<file path="config.mk">
export PLATFORM = sky130hd
export DESIGN_NAME = bvs_top
export DESIGN_NICKNAME = d
export VERILOG_FILES = /design/src/include/bvs_pkg.sv /design/src/design/bvs_sync.sv /design/src/design/bvs_conv_sel.sv /design/src/design/bvs_top.sv
export SDC_FILE = /design/constraint.sdc
export NUM_CORES = 1
export LEC_CHECK = 0
export BUFFER_PORTS_ARGS = -buffer_cell sky130_fd_sc_hd__buf_2
export CORE_ASPECT_RATIO = 0.9
export CORE_UTILIZATION = 55
export DETAILED_ROUTE_END_ITERATION = 10
export HOLD_SLACK_MARGIN = 0.02
export PLACE_DENSITY = 0.82
export SYNTH_ARGS = -nofsm -noshare
export SYNTH_HDL_FRONTEND = slang
export SYNTH_SLANG_ARGS = --single-unit
export TNS_END_PERCENT = 50
</file>
<file path="constraint.sdc">
create_clock -name clk_sys -period 6.6 [get_ports clk_sys]
set_input_delay 0.66 -clock clk_sys [delete_from_list [all_inputs] [get_ports clk_sys]]
set_output_delay 0.66 -clock clk_sys [all_outputs]
set_load 0.05 [all_outputs]
</file>
<file path="src/include/bvs_pkg.sv">
// constants, types and helpers of the buck voltage select register bank
// Summary of operation
// source select bit 0 takes the code from the primary register, 1 from the alternate.
// with the strap pin low the select pin picks primary or alternate while the source bit is 0.
// alternate bit 7 turns the converter off at 0 and on at 1; its reset value is a power-up input.
// economy bit 1 gives economy mode only while the forced-pwm bit is 0.
// the six-bit codes of both voltage registers are decoded with the converter's range field.
// limit bits 7 to 6 select the output range that is reported with the code.
// a code above the ceiling field is replaced by the ceiling, on write and on output.
// a ceiling other than 0x3F or 0x00 locks range and ceiling against changes.
// reset loads every register from the one-time-programmable default inputs.
// primary bit 7 is read-only zero; software writes 0 there.
// forced-pwm bit 0 allows auto pwm/pfm switching, 1 forces pwm and kills economy.
// writes to a locked limit register are dropped and reads return the locked value.
package bvs_pkg;

    // ****************************************
    // register indices, byte address is four times the index
    // ****************************************
    localparam logic [9:0] IDX_C2_PRIM = 10'h007;
    localparam logic [9:0] IDX_C2_ALT  = 10'h008;
    localparam logic [9:0] IDX_C2_LIM  = 10'h009;
    localparam logic [9:0] IDX_C3_PRIM = 10'h00a;
    localparam logic [9:0] IDX_C3_ALT  = 10'h00b;
    localparam logic [9:0] IDX_MODE    = 10'h010;
    localparam logic [9:0] IDX_C2_STAT = 10'h011;
    localparam logic [9:0] IDX_C3_STAT = 10'h012;

    // ****************************************
    // field positions and values
    // ****************************************
    localparam int unsigned BIT_UNUSED_BIT   = 7;
    localparam int unsigned BIT_SRC    = 6;
    localparam int unsigned BIT_EN     = 7;
    localparam int unsigned BIT_ECO    = 6;
    localparam int unsigned BIT_MODE2  = 0;
    localparam int unsigned BIT_MODE3  = 1;
    localparam logic [5:0]  CEIL_OPEN  = 6'h3f;
    localparam logic [5:0]  CEIL_ZERO  = 6'h00;
    localparam logic [7:0]  MODE_RST   = 8'h00;
    localparam logic [31:0] RDATA_NONE = 32'h0000_0000;

    // ****************************************
    // types
    // ****************************************
    typedef struct packed {
        logic [7:0] prim;
        logic [7:0] alt;
        logic [7:0] lim;
    } bvs_regs_t;

    typedef struct packed {
        logic       locked;
        logic       src_alt;
        logic       en;
        logic       economy_bit;
        logic       pwm;
        logic [1:0] range;
        logic [5:0] code;
    } bvs_out_t;

    // ****************************************
    // helpers
    // ****************************************
    function automatic logic [5:0] clamp_code(input logic [5:0] code,
                                              input logic [5:0] ceil);
        clamp_code = (code > ceil) ? ceil : code;
    endfunction : clamp_code

    function automatic logic is_locked(input logic [5:0] ceil);
        is_locked = (ceil != CEIL_OPEN) && (ceil != CEIL_ZERO);
    endfunction : is_locked

endpackage : bvs_pkg

</file>
<file path="src/design/bvs_sync.sv">
// two-stage synchroniser for the external strap and select pins
`timescale 1ns/1ns
`default_nettype none
module bvs_sync
(
    input  wire logic       clk_sys,
    input  wire logic       rst,
    input  wire logic [2:0] pin_in,
    output logic      [2:0] pin_out
);
    typedef struct packed {
        logic [2:0] meta;
        logic [2:0] sync;
    } bvs_sync_st_t;

    bvs_sync_st_t st_q;
    bvs_sync_st_t st_d;

    // first stage is read only by the second
    always_comb
    begin
        st_d.meta = pin_in;
        st_d.sync = st_q.meta;
        if (rst)
        begin
            st_d = '0;
        end
    end

    always_ff @(posedge clk_sys)
    begin
        st_q <= st_d;
    end

    assign pin_out = st_q.sync;
endmodule : bvs_sync
`default_nettype wire

</file>
<file path="src/design/bvs_conv_sel.sv">
// per-converter voltage source choice, ceiling clamp and mode decode
`timescale 1ns/1ns
`default_nettype none
module bvs_conv_sel
(
    input  wire logic                 strap,
    input  wire logic                 sel_pin,
    input  wire logic                 pwm,
    input  wire bvs_pkg::bvs_regs_t   regs,
    output bvs_pkg::bvs_out_t         out
);
    logic use_alt;

    always_comb
    begin
        // source select bit
        // pin control with strap low
        use_alt = regs.prim[bvs_pkg::BIT_SRC] | (~strap & sel_pin);
        out.src_alt = use_alt;
        // ceiling clamp on output
        out.code = bvs_pkg::clamp_code(use_alt ? regs.alt[5:0]
                                               : regs.prim[5:0],
                                       regs.lim[5:0]);
        // code decoded with range
        // range field
        out.range = regs.lim[7:6];
        // converter enable
        out.en = regs.alt[bvs_pkg::BIT_EN];
        // economy gated by forced pwm
        // forced pwm mode
        out.economy_bit = regs.alt[bvs_pkg::BIT_ECO] & ~pwm;
        out.pwm = pwm;
        // lock detection
        out.locked = bvs_pkg::is_locked(regs.lim[5:0]);
    end
endmodule : bvs_conv_sel
`default_nettype wire

</file>
<file path="src/design/bvs_top.sv">
// apb register bank for the voltage selection of converters 2 and 3
`timescale 1ns/1ns
`default_nettype none
module bvs_top
(
    input  wire logic                 clk_sys,
    input  wire logic                 rst,
    input  wire logic [11:0]          paddr,
    input  wire logic                 psel,
    input  wire logic                 penable,
    input  wire logic                 pwrite,
    input  wire logic [31:0]          pwdata,
    output logic      [31:0]          prdata,
    output logic                      pready,
    output logic                      pslverr,
    input  wire logic                 config_strap_pin,
    input  wire logic                 conv2_select_pin,
    input  wire logic                 conv3_select_pin,
    input  wire bvs_pkg::bvs_regs_t   otp_conv2,
    input  wire bvs_pkg::bvs_regs_t   otp_conv3,
    input  wire logic [1:0]           otp_pwm_force,
    output bvs_pkg::bvs_out_t         conv2_out,
    output bvs_pkg::bvs_out_t         conv3_out
);
    // ****************************************
    // state
    // ****************************************
    typedef struct packed {
        bvs_pkg::bvs_regs_t c2;
        bvs_pkg::bvs_regs_t c3;
        logic [7:0]         mode;
        logic [31:0]        rdata;
        logic               ready;
        logic               slverr;
        bvs_pkg::bvs_out_t  o2;
        bvs_pkg::bvs_out_t  o3;
    } bvs_st_t;

    bvs_st_t           st_q;
    bvs_st_t           st_d;
    logic [2:0]        pins;
    bvs_pkg::bvs_out_t sel2;
    bvs_pkg::bvs_out_t sel3;
    logic [9:0]        idx;
    logic              mapped;
    logic              wr_go;
    logic              setup;

    // ****************************************
    // pins and converter decode
    // ****************************************
    // pins arrive from outside, so they pass two flops first
    bvs_sync u_sync
    (
        .clk_sys (clk_sys),
        .rst     (rst),
        .pin_in  ({conv3_select_pin, conv2_select_pin, config_strap_pin}),
        .pin_out (pins)
    );

    bvs_conv_sel u_sel2
    (
        .strap   (pins[0]),
        .sel_pin (pins[1]),
        .pwm     (st_q.mode[bvs_pkg::BIT_MODE2]),
        .regs    (st_q.c2),
        .out     (sel2)
    );

    bvs_conv_sel u_sel3
    (
        .strap   (pins[0]),
        .sel_pin (pins[2]),
        .pwm     (st_q.mode[bvs_pkg::BIT_MODE3]),
        .regs    (st_q.c3),
        .out     (sel3)
    );

    // ****************************************
    // apb decode
    // ****************************************
    assign idx    = paddr[11:2];
    assign setup  = psel & ~penable & ~st_q.ready;
    assign wr_go  = psel & penable & st_q.ready & pwrite & ~st_q.slverr;
    assign mapped = (paddr[1:0] == 2'b00) &&
                    ((idx == bvs_pkg::IDX_C2_PRIM) ||
                     (idx == bvs_pkg::IDX_C2_ALT)  ||
                     (idx == bvs_pkg::IDX_C2_LIM)  ||
                     (idx == bvs_pkg::IDX_C3_PRIM) ||
                     (idx == bvs_pkg::IDX_C3_ALT)  ||
                     (idx == bvs_pkg::IDX_MODE)    ||
                     (idx == bvs_pkg::IDX_C2_STAT) ||
                     (idx == bvs_pkg::IDX_C3_STAT));

    // ****************************************
    // next state
    // ****************************************
    always_comb
    begin
        st_d = st_q;
        st_d.o2 = sel2;
        st_d.o3 = sel3;
        // answer one cycle after setup, so pready is always a flop
        st_d.ready = setup;
        st_d.slverr = setup & ~mapped;
        if (setup)
        begin
            st_d.rdata = bvs_pkg::RDATA_NONE;
            case (idx)
                bvs_pkg::IDX_C2_PRIM: st_d.rdata[7:0] = st_q.c2.prim;
                bvs_pkg::IDX_C2_ALT:  st_d.rdata[7:0] = st_q.c2.alt;
                // locked values read back
                bvs_pkg::IDX_C2_LIM:  st_d.rdata[7:0] = st_q.c2.lim;
                bvs_pkg::IDX_C3_PRIM: st_d.rdata[7:0] = st_q.c3.prim;
                bvs_pkg::IDX_C3_ALT:  st_d.rdata[7:0] = st_q.c3.alt;
                bvs_pkg::IDX_MODE:    st_d.rdata[7:0] = st_q.mode;
                bvs_pkg::IDX_C2_STAT:
                    st_d.rdata[7:0] = {sel2.locked, sel2.src_alt,
                                       sel2.code};
                bvs_pkg::IDX_C3_STAT:
                    st_d.rdata[7:0] = {sel3.locked, sel3.src_alt,
                                       sel3.code};
                default:              st_d.rdata = bvs_pkg::RDATA_NONE;
            endcase
            // a misaligned hit on a real index still answers with zero
            if (!mapped)
            begin
                st_d.rdata = bvs_pkg::RDATA_NONE;
            end
        end
        if (wr_go)
        begin
            case (idx)
                // unused bit kept zero
                // clamp on write
                bvs_pkg::IDX_C2_PRIM:
                    st_d.c2.prim = {1'b0, pwdata[bvs_pkg::BIT_SRC],
                        bvs_pkg::clamp_code(pwdata[5:0], st_q.c2.lim[5:0])};
                bvs_pkg::IDX_C2_ALT:
                    st_d.c2.alt = {pwdata[7:6],
                        bvs_pkg::clamp_code(pwdata[5:0], st_q.c2.lim[5:0])};
                bvs_pkg::IDX_C2_LIM:
                begin
                    // lock range and ceiling
                    // locked writes dropped
                    if (!sel2.locked)
                    begin
                        st_d.c2.lim = pwdata[7:0];
                    end
                end
                bvs_pkg::IDX_C3_PRIM:
                    st_d.c3.prim = {1'b0, pwdata[bvs_pkg::BIT_SRC],
                        bvs_pkg::clamp_code(pwdata[5:0], st_q.c3.lim[5:0])};
                bvs_pkg::IDX_C3_ALT:
                    st_d.c3.alt = {pwdata[7:6],
                        bvs_pkg::clamp_code(pwdata[5:0], st_q.c3.lim[5:0])};
                bvs_pkg::IDX_MODE:
                    st_d.mode = {6'h00, pwdata[1:0]};
                default:
                    st_d.mode = st_q.mode;
            endcase
        end
        // power-on defaults
        if (rst)
        begin
            st_d = '0;
            st_d.c2 = otp_conv2;
            st_d.c3 = otp_conv3;
            st_d.c2.prim[bvs_pkg::BIT_UNUSED_BIT] = 1'b0;
            st_d.c3.prim[bvs_pkg::BIT_UNUSED_BIT] = 1'b0;
            st_d.mode = bvs_pkg::MODE_RST | {6'h00, otp_pwm_force};
        end
    end

    always_ff @(posedge clk_sys)
    begin
        st_q <= st_d;
    end

    assign prdata    = st_q.rdata;
    assign pready    = st_q.ready;
    assign pslverr   = st_q.slverr;
    assign conv2_out = st_q.o2;
    assign conv3_out = st_q.o3;

    logic pw_c2p;
    logic pw_c2l;
    assign pw_c2p = wr_go && (idx == bvs_pkg::IDX_C2_PRIM);
    assign pw_c2l = wr_go && (idx == bvs_pkg::IDX_C2_LIM);

    // ****************************************
    // assertion helpers, assertions and covers
    // ****************************************
    logic pw_c2a;
    logic pw_c3p;
    logic pw_c3a;
    logic bad_go;
    assign pw_c2a = wr_go && (idx == bvs_pkg::IDX_C2_ALT);
    assign pw_c3p = wr_go && (idx == bvs_pkg::IDX_C3_PRIM);
    assign pw_c3a = wr_go && (idx == bvs_pkg::IDX_C3_ALT);
    assign bad_go = psel && penable && st_q.ready && st_q.slverr;
endmodule : bvs_top
`default_nettype wire

</file>
==> reports/metrics.cfg, run 1 <==
[cells_and_area]
filler_cell_count=809
final_layout_size_suffix_gt1_share_pct=24.23
antenna_cells_inserted=0
utilization_pct=61.94
finalNonFillerCells=778
layout_area_growth_over_synthesis_pct=8.333
final_nets=773

[route]
drt-pass1-iter-count=7
wl_per_cell_um=18.28
first_iter_violations=394
detail_route.drc_violations=0
antenna_violating_nets_post_route=0
vias_per_cell=6.104
dr_total_vias=4749
routed_wirelength_um=14220

[logic_synthesis]
synthFlopType=sky130_fd_sc_hd__edfxtp_1
number_of_synthesized_flops_with_an_enable_pin=48
post_synth_inst_count=580
syn_area_um2=5570
yosysWarnings=0
ys_seq_area_share_pct=40.97
yosys_register_bits=90
avgSynthCellArea_um2=9.604
async_reset_ff_share_pct=0
synthDistinctLibCells=65

[status]
run_status=finished clean

[setup_path]
worst_ep_required_time_ns=6.86
cp-start-kind=register
reg2regPathDepth=8
critPathArrivalTime_ns=3.59
critical_path.reg2reg.startpoint=st_q[114]
worst-setup-path-type=register to register
regToRegSetupSlack_ns=3.27
crit-reg2reg-capture=prdata[2]
worst_setup_path_end_kind=register
critical_path.max_fanout=16

[timing]
finalWorstSetupSlack_ns=3.269
setup-tns-final_ns=0
slew_violations=0
timing.final.hold_violations=0
rsz0062_at_grt=false
timing.final.crit_share_pct=50.48
setup_viol=0
maxClockFrequency_mhz=300.2
period_minus_slack_ns=3.331
timing.max_slew.rel_slack_pct=42.40
worst_slew_pin_slew_ns=0.8574
clk_skew_ns=0.01196

[place]
port_buffers=111
weighted_congestion_reported_at_the_end_of_routability_driven_placement=0.9084
post-dp-hpwl_um=11130
dp_slack_ns=3.353
post-place-cells=762

[grt]
number_of_global_route_vias_before_repair=4347
globalRouteMet3Util_pct=6.975
global_route.usage.total_pct=27.78
grt.busiest_layer=met2
first_pass_grt_wire_length_um=22220
grt_antenna_before_repair=0
grt.overflow.total=0
use_met2_pct=42.68
maximum_number_of_pins_on_one_net_before_global_route_repair=74
use_met1_pct=38.63

[floorplanning]
row_count=34
core_area_um2=9742
die_h_um=97.48
pin_count=162
die_x_um=108.1
dieArea_um2=10540
floorplan.initialDensity_pct=57.18

[pwr]
p_int_uw=912.9
ir_worst_vdd_v=0.0001138
combinationalPowerShare_pct=28.4
share_seq_of_total_power_pct=47.2
clkPwrFrac_pct=24.4
p_leak_nw=2.636
design_power_total_mw=1.439
netSwitchingPower_uw=525.8
power_switching_share_pct=36.55
p_per_cell_area_nw_per_um2=238.4

[clocking]
post_cts_resized=0
clkTransAtPathRegs_ns=0.10
post_cts.repair.setup_buffers=0
worst_skew_pair.late_latency_ns=0.37
cts.hold.buffers_added=0
tritoncts=built
cts-buffers-inserted=9
clkSinkCount=90
cts_root_buf=sky130_fd_sc_hd__clkbuf_8
cts-root-to-sink-buffers=2
ctsHtreeMaxLevel=3

[min_path]
holdCritStartpoint=otp_conv3[0]
min_delay_worst_endpoint=st_q[68]
worst_hold_path.num_cells=1
worstHoldPathType=input pin to register

[run]
max-cap-violations=0

==> power by group through the flow <==
stage	logic [mW]	registers (mW)	clock network [mW]
after floorplan	0.339	0.679	0
after global placement	0.389	0.689	0
after detailed placement	0.402	0.691	0
after CTS	0.403	0.678	0.354
after global routing	0.442	0.684	0.379
final	0.408	0.679	0.351
==> placed cells by master, fill, tap and decap left out, types with 8 or more instances in the layout <==
| cell | netlist | routed |
|---|---|---|
| sky130_fd_sc_hd__nor2b_1 | 22 | 22 |
| sky130_fd_sc_hd__a21oi_1 | 18 | 18 |
| sky130_fd_sc_hd__ha_1 | 24 | 24 |
| sky130_fd_sc_hd__nand2_1 | 40 | 40 |
| sky130_fd_sc_hd__edfxtp_1 | 48 | 48 |
| sky130_fd_sc_hd__conb_1 | 1 | 24 |
| sky130_fd_sc_hd__dfxtp_1 | 42 | 42 |
| sky130_fd_sc_hd__a211oi_1 | 11 | 11 |
| sky130_fd_sc_hd__buf_2 | 3 | 110 |
| sky130_fd_sc_hd__inv_1 | 45 | 45 |
| sky130_fd_sc_hd__o211ai_1 | 9 | 9 |
| sky130_fd_sc_hd__clkbuf_8 | 0 | 9 |
| sky130_fd_sc_hd__mux2i_1 | 11 | 11 |
| sky130_fd_sc_hd__mux2_2 | 11 | 11 |
| sky130_fd_sc_hd__nand4_1 | 8 | 8 |
| sky130_fd_sc_hd__nor2_1 | 38 | 38 |
| sky130_fd_sc_hd__a31oi_1 | 8 | 8 |
| sky130_fd_sc_hd__a221oi_1 | 26 | 26 |
| sky130_fd_sc_hd__nand3_1 | 14 | 14 |
| sky130_fd_sc_hd__o21ai_0 | 16 | 16 |
==> layer usage <==
layer,up-vias,wire (µm)
met3,36,1466
li1,2226,-
met4,0,301
met2,288,6405
met1,2199,6051
met5,-,0
==> through the flow <==
stage / area (µm²) / hold WS [ns]
after floorplan: 5657 / 0.4138
after global placement: 5858 / 0.4268
after detailed placement: 5858 / 0.4380
after CTS: 6035 / 0.4478
after global routing: 6035 / 0.4385
final: 6035 / 0.4535
==> cell usage after synthesis (8+ instances only) <==
| cell type | count | share of area [%] |
|---|---|---|
| sky130_fd_sc_hd__inv_1 | 45 | 3.0 |
| sky130_fd_sc_hd__nand2_1 | 40 | 2.7 |
| sky130_fd_sc_hd__a21oi_1 | 18 | 1.6 |
| sky130_fd_sc_hd__mux2i_1 | 11 | 2.0 |
| sky130_fd_sc_hd__a31oi_1 | 8 | 0.90 |
| sky130_fd_sc_hd__dfxtp_1 | 42 | 15 |
| sky130_fd_sc_hd__clkbuf_1 | 13 | 0.88 |
| sky130_fd_sc_hd__nand3_1 | 14 | 1.3 |
| sky130_fd_sc_hd__a211oi_1 | 11 | 1.5 |
| sky130_fd_sc_hd__a221oi_1 | 26 | 4.1 |
| sky130_fd_sc_hd__ha_1 | 24 | 5.4 |
| sky130_fd_sc_hd__nor2b_1 | 22 | 2.5 |
| sky130_fd_sc_hd__edfxtp_1 | 48 | 26 |
| sky130_fd_sc_hd__nand4_1 | 8 | 0.90 |
| sky130_fd_sc_hd__nor2_1 | 38 | 2.6 |
| sky130_fd_sc_hd__o211ai_1 | 9 | 1.2 |
| sky130_fd_sc_hd__buf_4 | 59 | 8.0 |
| sky130_fd_sc_hd__mux2_2 | 11 | 2.2 |
| sky130_fd_sc_hd__o21ai_0 | 16 | 1.4 |
==> cell families (layout without fill, tap and decap cells) <==
group	Yosys count	after routing	share of synthesized area, %
AND/OR/NAND/NOR	177	177	17.70
AO/OA/AOI/OAI	142	142	19.27
buffers and inverters	124	173	12.40
flip-flops	90	90	40.97
adder cells (fa/ha/maj)	24	24	5.391
multiplexers	22	22	4.200
other	1	24	0.06732
==> critical path, stage by stage, from the launching register on <==
cell and delay (ns):
sky130_fd_sc_hd__edfxtp_1 0.46, sky130_fd_sc_hd__nor2_1 0.59, sky130_fd_sc_hd__mux2_2 0.46, sky130_fd_sc_hd__ha_1 0.31, sky130_fd_sc_hd__a41oi_1 0.20, sky130_fd_sc_hd__o21ai_1 0.21, sky130_fd_sc_hd__o21a_1 0.42, sky130_fd_sc_hd__o211a_1 0.29
sky130_fd_sc_hd__o31a_1 0.28
==> worst max path at each step <==
| stage | from | to | slack (ns) | cells past startpoint |
|---|---|---|---|---|
| 2_1_floorplan | st_q[90] | prdata[2] | 3.87 | 8 |
| 3_3_place_gp | st_q[114] | prdata[2] | 3.40 | 8 |
| 3_5_place_dp | st_q[114] | prdata[2] | 3.35 | 8 |
| 4_1_cts | st_q[114] | prdata[2] | 3.33 | 8 |
| 5_1_grt | st_q[114] | conv2_out[5] | 3.07 | 8 |
| 6_report | st_q[114] | prdata[2] | 3.27 | 8 |
==> area by class of cell <==
class | instances | area, µm² | share of cell area, %
multi-input combinational | 389 | 2684 | 44.47
sequential | 90 | 2282 | 37.82
timing repair buffer | 112 | 565.5 | 9.372
inverter | 45 | 168.9 | 2.799
tap | 126 | 157.7 | 2.612
clock buffer | 10 | 127.6 | 2.115
clock inverter | 6 | 48.80 | 0.8086
==> state kept, by name, indices dropped and copies added, names as in the netlist <==
signal          count
st_q               48
conv2_out          13
conv3_out          13
prdata              8
u_sync.pin_out      3
u_sync.st_q         3
pready              1
pslverr             1
Power figures use the tool's default switching activity.
==> inputs of run 2 (changes only) <==
--- a/config.mk
+++ b/config.mk
@@ -5,12 +5,13 @@
 export SDC_FILE = /design/constraint.sdc
 export NUM_CORES = 1
 export LEC_CHECK = 0
+export ABC_AREA = 1
 export BUFFER_PORTS_ARGS = -buffer_cell sky130_fd_sc_hd__buf_2
 export CORE_ASPECT_RATIO = 0.9
-export CORE_UTILIZATION = 55
+export CORE_UTILIZATION = 47
 export DETAILED_ROUTE_END_ITERATION = 10
 export HOLD_SLACK_MARGIN = 0.02
-export PLACE_DENSITY = 0.82
+export PLACE_DENSITY = 0.75
 export SYNTH_ARGS = -nofsm -noshare
 export SYNTH_HDL_FRONTEND = slang
 export SYNTH_SLANG_ARGS = --single-unit
==> constraint.sdc (replaced) <==
create_clock -name clk_sys -period 2.8 [get_ports clk_sys]
set_input_delay 0.28 -clock clk_sys [delete_from_list [all_inputs] [get_ports clk_sys]]
set_output_delay 0.28 -clock clk_sys [all_outputs]
set_load 0.05 [all_outputs]
==> run 2 against run 1 <==
  * Core utilization shrank 6.2 points
  * Global-route usage down 5.2 points
  * Wire length is 9.8% lower
  * Critical path type unchanged
  * Highest routed layer unchanged
==> reports/metrics.cfg, run 2 <==
[cells_and_area]
register_name_with_the_most_flops=st_q
largest_reg_flops=48  ; unchanged
final_nets=908  ; +17%
layout_commonest_cell=sky130_fd_sc_hd__nand2_1
antenna_cells_inserted=0  ; unchanged
final_layout_size_suffix_gt1_share_pct=23.38  ; -0.85 points
utilization_pct=55.72  ; -6.2 points
layout_area_growth_over_synthesis_pct=13.14
layout.cells.most_common_list=sky130_fd_sc_hd__nand2_1, sky130_fd_sc_hd__buf_2, sky130_fd_sc_hd__inv_1
finalNonFillerCells=939  ; +21%

[logic_synthesis]
async_reset_ff_share_pct=0  ; unchanged
yosys_register_bits=90  ; unchanged
yosysWarnings=0  ; unchanged
ys_top_cells_by_area=sky130_fd_sc_hd__edfxtp_1, sky130_fd_sc_hd__dfxtp_1, sky130_fd_sc_hd__nand2_1, sky130_fd_sc_hd__buf_4, sky130_fd_sc_hd__ha_1
synthFlopType=sky130_fd_sc_hd__edfxtp_1
synth.top_cells.by_count=sky130_fd_sc_hd__nand2_1, sky130_fd_sc_hd__inv_1, sky130_fd_sc_hd__nor2_1
synth_top_area_share_pct=26.41  ; +0.53 points
avgSynthCellArea_um2=7.786  ; -19%
synthDistinctLibCells=32  ; -51%
syn_area_um2=5458  ; -2.0%
number_of_synthesized_flops_with_an_enable_pin=48  ; unchanged
ys_seq_area_share_pct=41.82  ; +0.85 points
post_synth_inst_count=701  ; +21%
synthMostInstantiatedCell=sky130_fd_sc_hd__nand2_1
synth_top_area_cell=sky130_fd_sc_hd__edfxtp_1

[grt]
grt.overflow.total=0  ; unchanged
number_of_global_route_vias_before_repair=4145  ; -4.6%
global_route.usage.total_pct=22.63  ; -5.2 points
maximum_number_of_pins_on_one_net_before_global_route_repair=65  ; -12%
grt_antenna_before_repair=0  ; unchanged
first_pass_grt_wire_length_um=20550  ; -7.5%

[status]
run_status=finished clean

[run]
max-cap-violations=0  ; unchanged

[timing]
timing.final.crit_share_pct=90.73  ; +40 points
rsz0062_at_grt=false
setup-tns-final_ns=0  ; unchanged
maxClockFrequency_mhz=393.6  ; +31%
slew_violations=0  ; unchanged
worst_slew_pin_slew_ns=0.5899  ; -0.2675 ns
period_minus_slack_ns=2.540  ; -0.7909 ns
timing.max_slew.rel_slack_pct=60.37  ; +18 points
finalWorstSetupSlack_ns=0.2595  ; -3.009 ns
timing.final.hold_violations=0  ; unchanged
whs_ns=0.1068  ; -0.3467 ns
clk_skew_ns=0.008952  ; -0.003012 ns
setup_viol=0  ; unchanged

[min_path]
min_delay_worst_endpoint=st_q[68]
worst_hold_path.num_cells=1  ; unchanged
holdCritStartpoint=otp_conv3[0]
worstHoldPathType=input pin to register

[setup_path]
reg2regPathDepth=16  ; +8
worst-setup-path-type=register to register
crit-reg2reg-capture=prdata[5]
worst_setup_path_end_kind=register
worst_ep_required_time_ns=3.07  ; -3.79 ns
critPathArrivalTime_ns=2.81  ; -0.78 ns
cp-start-kind=register
critical_path.reg2reg.startpoint=st_q[114]
critical_path.max_fanout=13  ; -3
regToRegSetupSlack_ns=0.26  ; -3.01 ns

[clocking]
ctsHtreeMaxLevel=3  ; unchanged
cts_root_buf=sky130_fd_sc_hd__clkbuf_16
cts-root-to-sink-buffers=2  ; unchanged
cts-buffers-inserted=9  ; unchanged
clkTransAtPathRegs_ns=0.07  ; -0.03 ns
tritoncts=built
worst_skew_pair.late_latency_ns=0.34  ; -0.03 ns
clkSinkCount=90  ; unchanged
post_cts.repair.setup_buffers=0  ; unchanged

[place]
port_buffers=111  ; unchanged
post-place-cells=923  ; +21%
dp_slack_ns=0.3230  ; -3.030 ns
post-dp-hpwl_um=10290  ; -7.6%
weighted_congestion_reported_at_the_end_of_routability_driven_placement=0.9312  ; +2.5%

[floorplanning]
floorplan.initialDensity_pct=49.25  ; -7.9 points
row_count=36  ; +5.9%
core_area_um2=11080  ; +14%
die_x_um=115.6  ; +6.9%
pin_count=162  ; unchanged
die_h_um=104.2  ; +6.9%
dieArea_um2=12050  ; +14%

[pwr]
p_per_cell_area_nw_per_um2=596.8  ; +150%
ir_worst_vdd_v=0.0003032  ; +170%
p_leak_nw=3.217  ; +22%

[route]
detail_route.drc_violations=0  ; unchanged
vias_per_cell=4.834  ; -21%
drt-pass1-iter-count=5  ; -2
wl_per_cell_um=13.67  ; -25%
first_iter_violations=416  ; +5.6%
dr_total_vias=4539  ; -4.4%
antenna_violating_nets_post_route=0  ; unchanged
routed_wirelength_um=12830  ; -9.8%

## run 2: changes by cell type after synthesis, sizes merged, moves of 11 or more
cell,change
mux2,-11
nor2b,-22
mux2i,-11
nand2,+166
a221oi,-26
inv,+44
a211oi,-11
nor2,+37
nand3,+53
## run 2: how the worst max path moves through the flow
| stage | start | end | slack (ns) | cells past startpoint |
|---|---|---|---|---|
| CTS | st_q[114] | prdata[5] | 0.29 | 16 |
| detailed placement | st_q[114] | prdata[5] | 0.32 | 16 |
| global route | st_q[114] | prdata[0] | 0.02 | 16 |
| floorplan | st_q[114] | prdata[0] | 0.63 | 16 |
| global placement | st_q[114] | prdata[0] | 0.34 | 16 |
| finish | st_q[114] | prdata[5] | 0.26 | 16 |
## run 2: where the power goes
part	leakage, nW	internal [mW]	switching [mW]	total, mW
Sequential	0.819	1.53	0.0605	1.59
Clock	0.151	0.722	0.493	1.21
Combinational	2.25	0.238	0.646	0.884
## run 2: through the flow
stage	instance area [µm²]	power [mW]
floorplan	5544	2.335
global placement	5868	2.478
detailed placement	5868	2.490
CTS	6172	3.708
global route	6175	3.870
finish	6175	3.685
## run 2: kinds of logic (layout without fill, tap and decap cells)
kind of cell,count (synthesis),count (layout),share of synthesized area [%]
flip-flops,90,90,41.82
other,1,24,0.06871
adder cells (fa/ha/maj),24,24,5.502
AO/OA/AOI/OAI,70,70,7.772
buffers and inverters,164,227,15.47
AND/OR/NAND/NOR,352,352,29.37
## run 2: area by class of cell
cell class              instances  area (µm²)
repair buffers                121       633.1
clock inverters                 5       61.31
inverters                      90       345.3
clock buffers                  11       242.7
well taps                     152       190.2
flip-flops and latches         90        2282
multi-input cells             470        2420
fillers                      1093        4906
## run 2: worst max-delay path, cell delays in order, from the launching register on
cell and delay (ns):
sky130_fd_sc_hd__edfxtp_1 0.42, sky130_fd_sc_hd__inv_1 0.11, sky130_fd_sc_hd__nand2_1 0.23, sky130_fd_sc_hd__nand2_1 0.13
sky130_fd_sc_hd__o21a_1 0.18, sky130_fd_sc_hd__inv_1 0.06, sky130_fd_sc_hd__ha_1 0.29, sky130_fd_sc_hd__nand2_1 0.06
sky130_fd_sc_hd__nor2_1 0.12, sky130_fd_sc_hd__nand2_1 0.08, sky130_fd_sc_hd__nand3_2 0.13, sky130_fd_sc_hd__nand2_1 0.18
sky130_fd_sc_hd__nand2_1 0.12, sky130_fd_sc_hd__nand3_1 0.07, sky130_fd_sc_hd__nand3_1 0.10, sky130_fd_sc_hd__nand2_1 0.07
sky130_fd_sc_hd__a21oi_2 0.11
## run 2: per-layer routing
metal | track usage, % | wire length [µm]
met1 | 32.99 | 6121
met2 | 32.85 | 5435
met3 | 4.079 | 946
met4 | 8.905 | 330
met5 | 0 | 0
## run 2: what timing repair did
item / 4_1_cts / 5_1_grt
gates resized for setup: 0 / 1
endpoints found under the setup margin: 0 / 1
hold buffers: 0 / 0
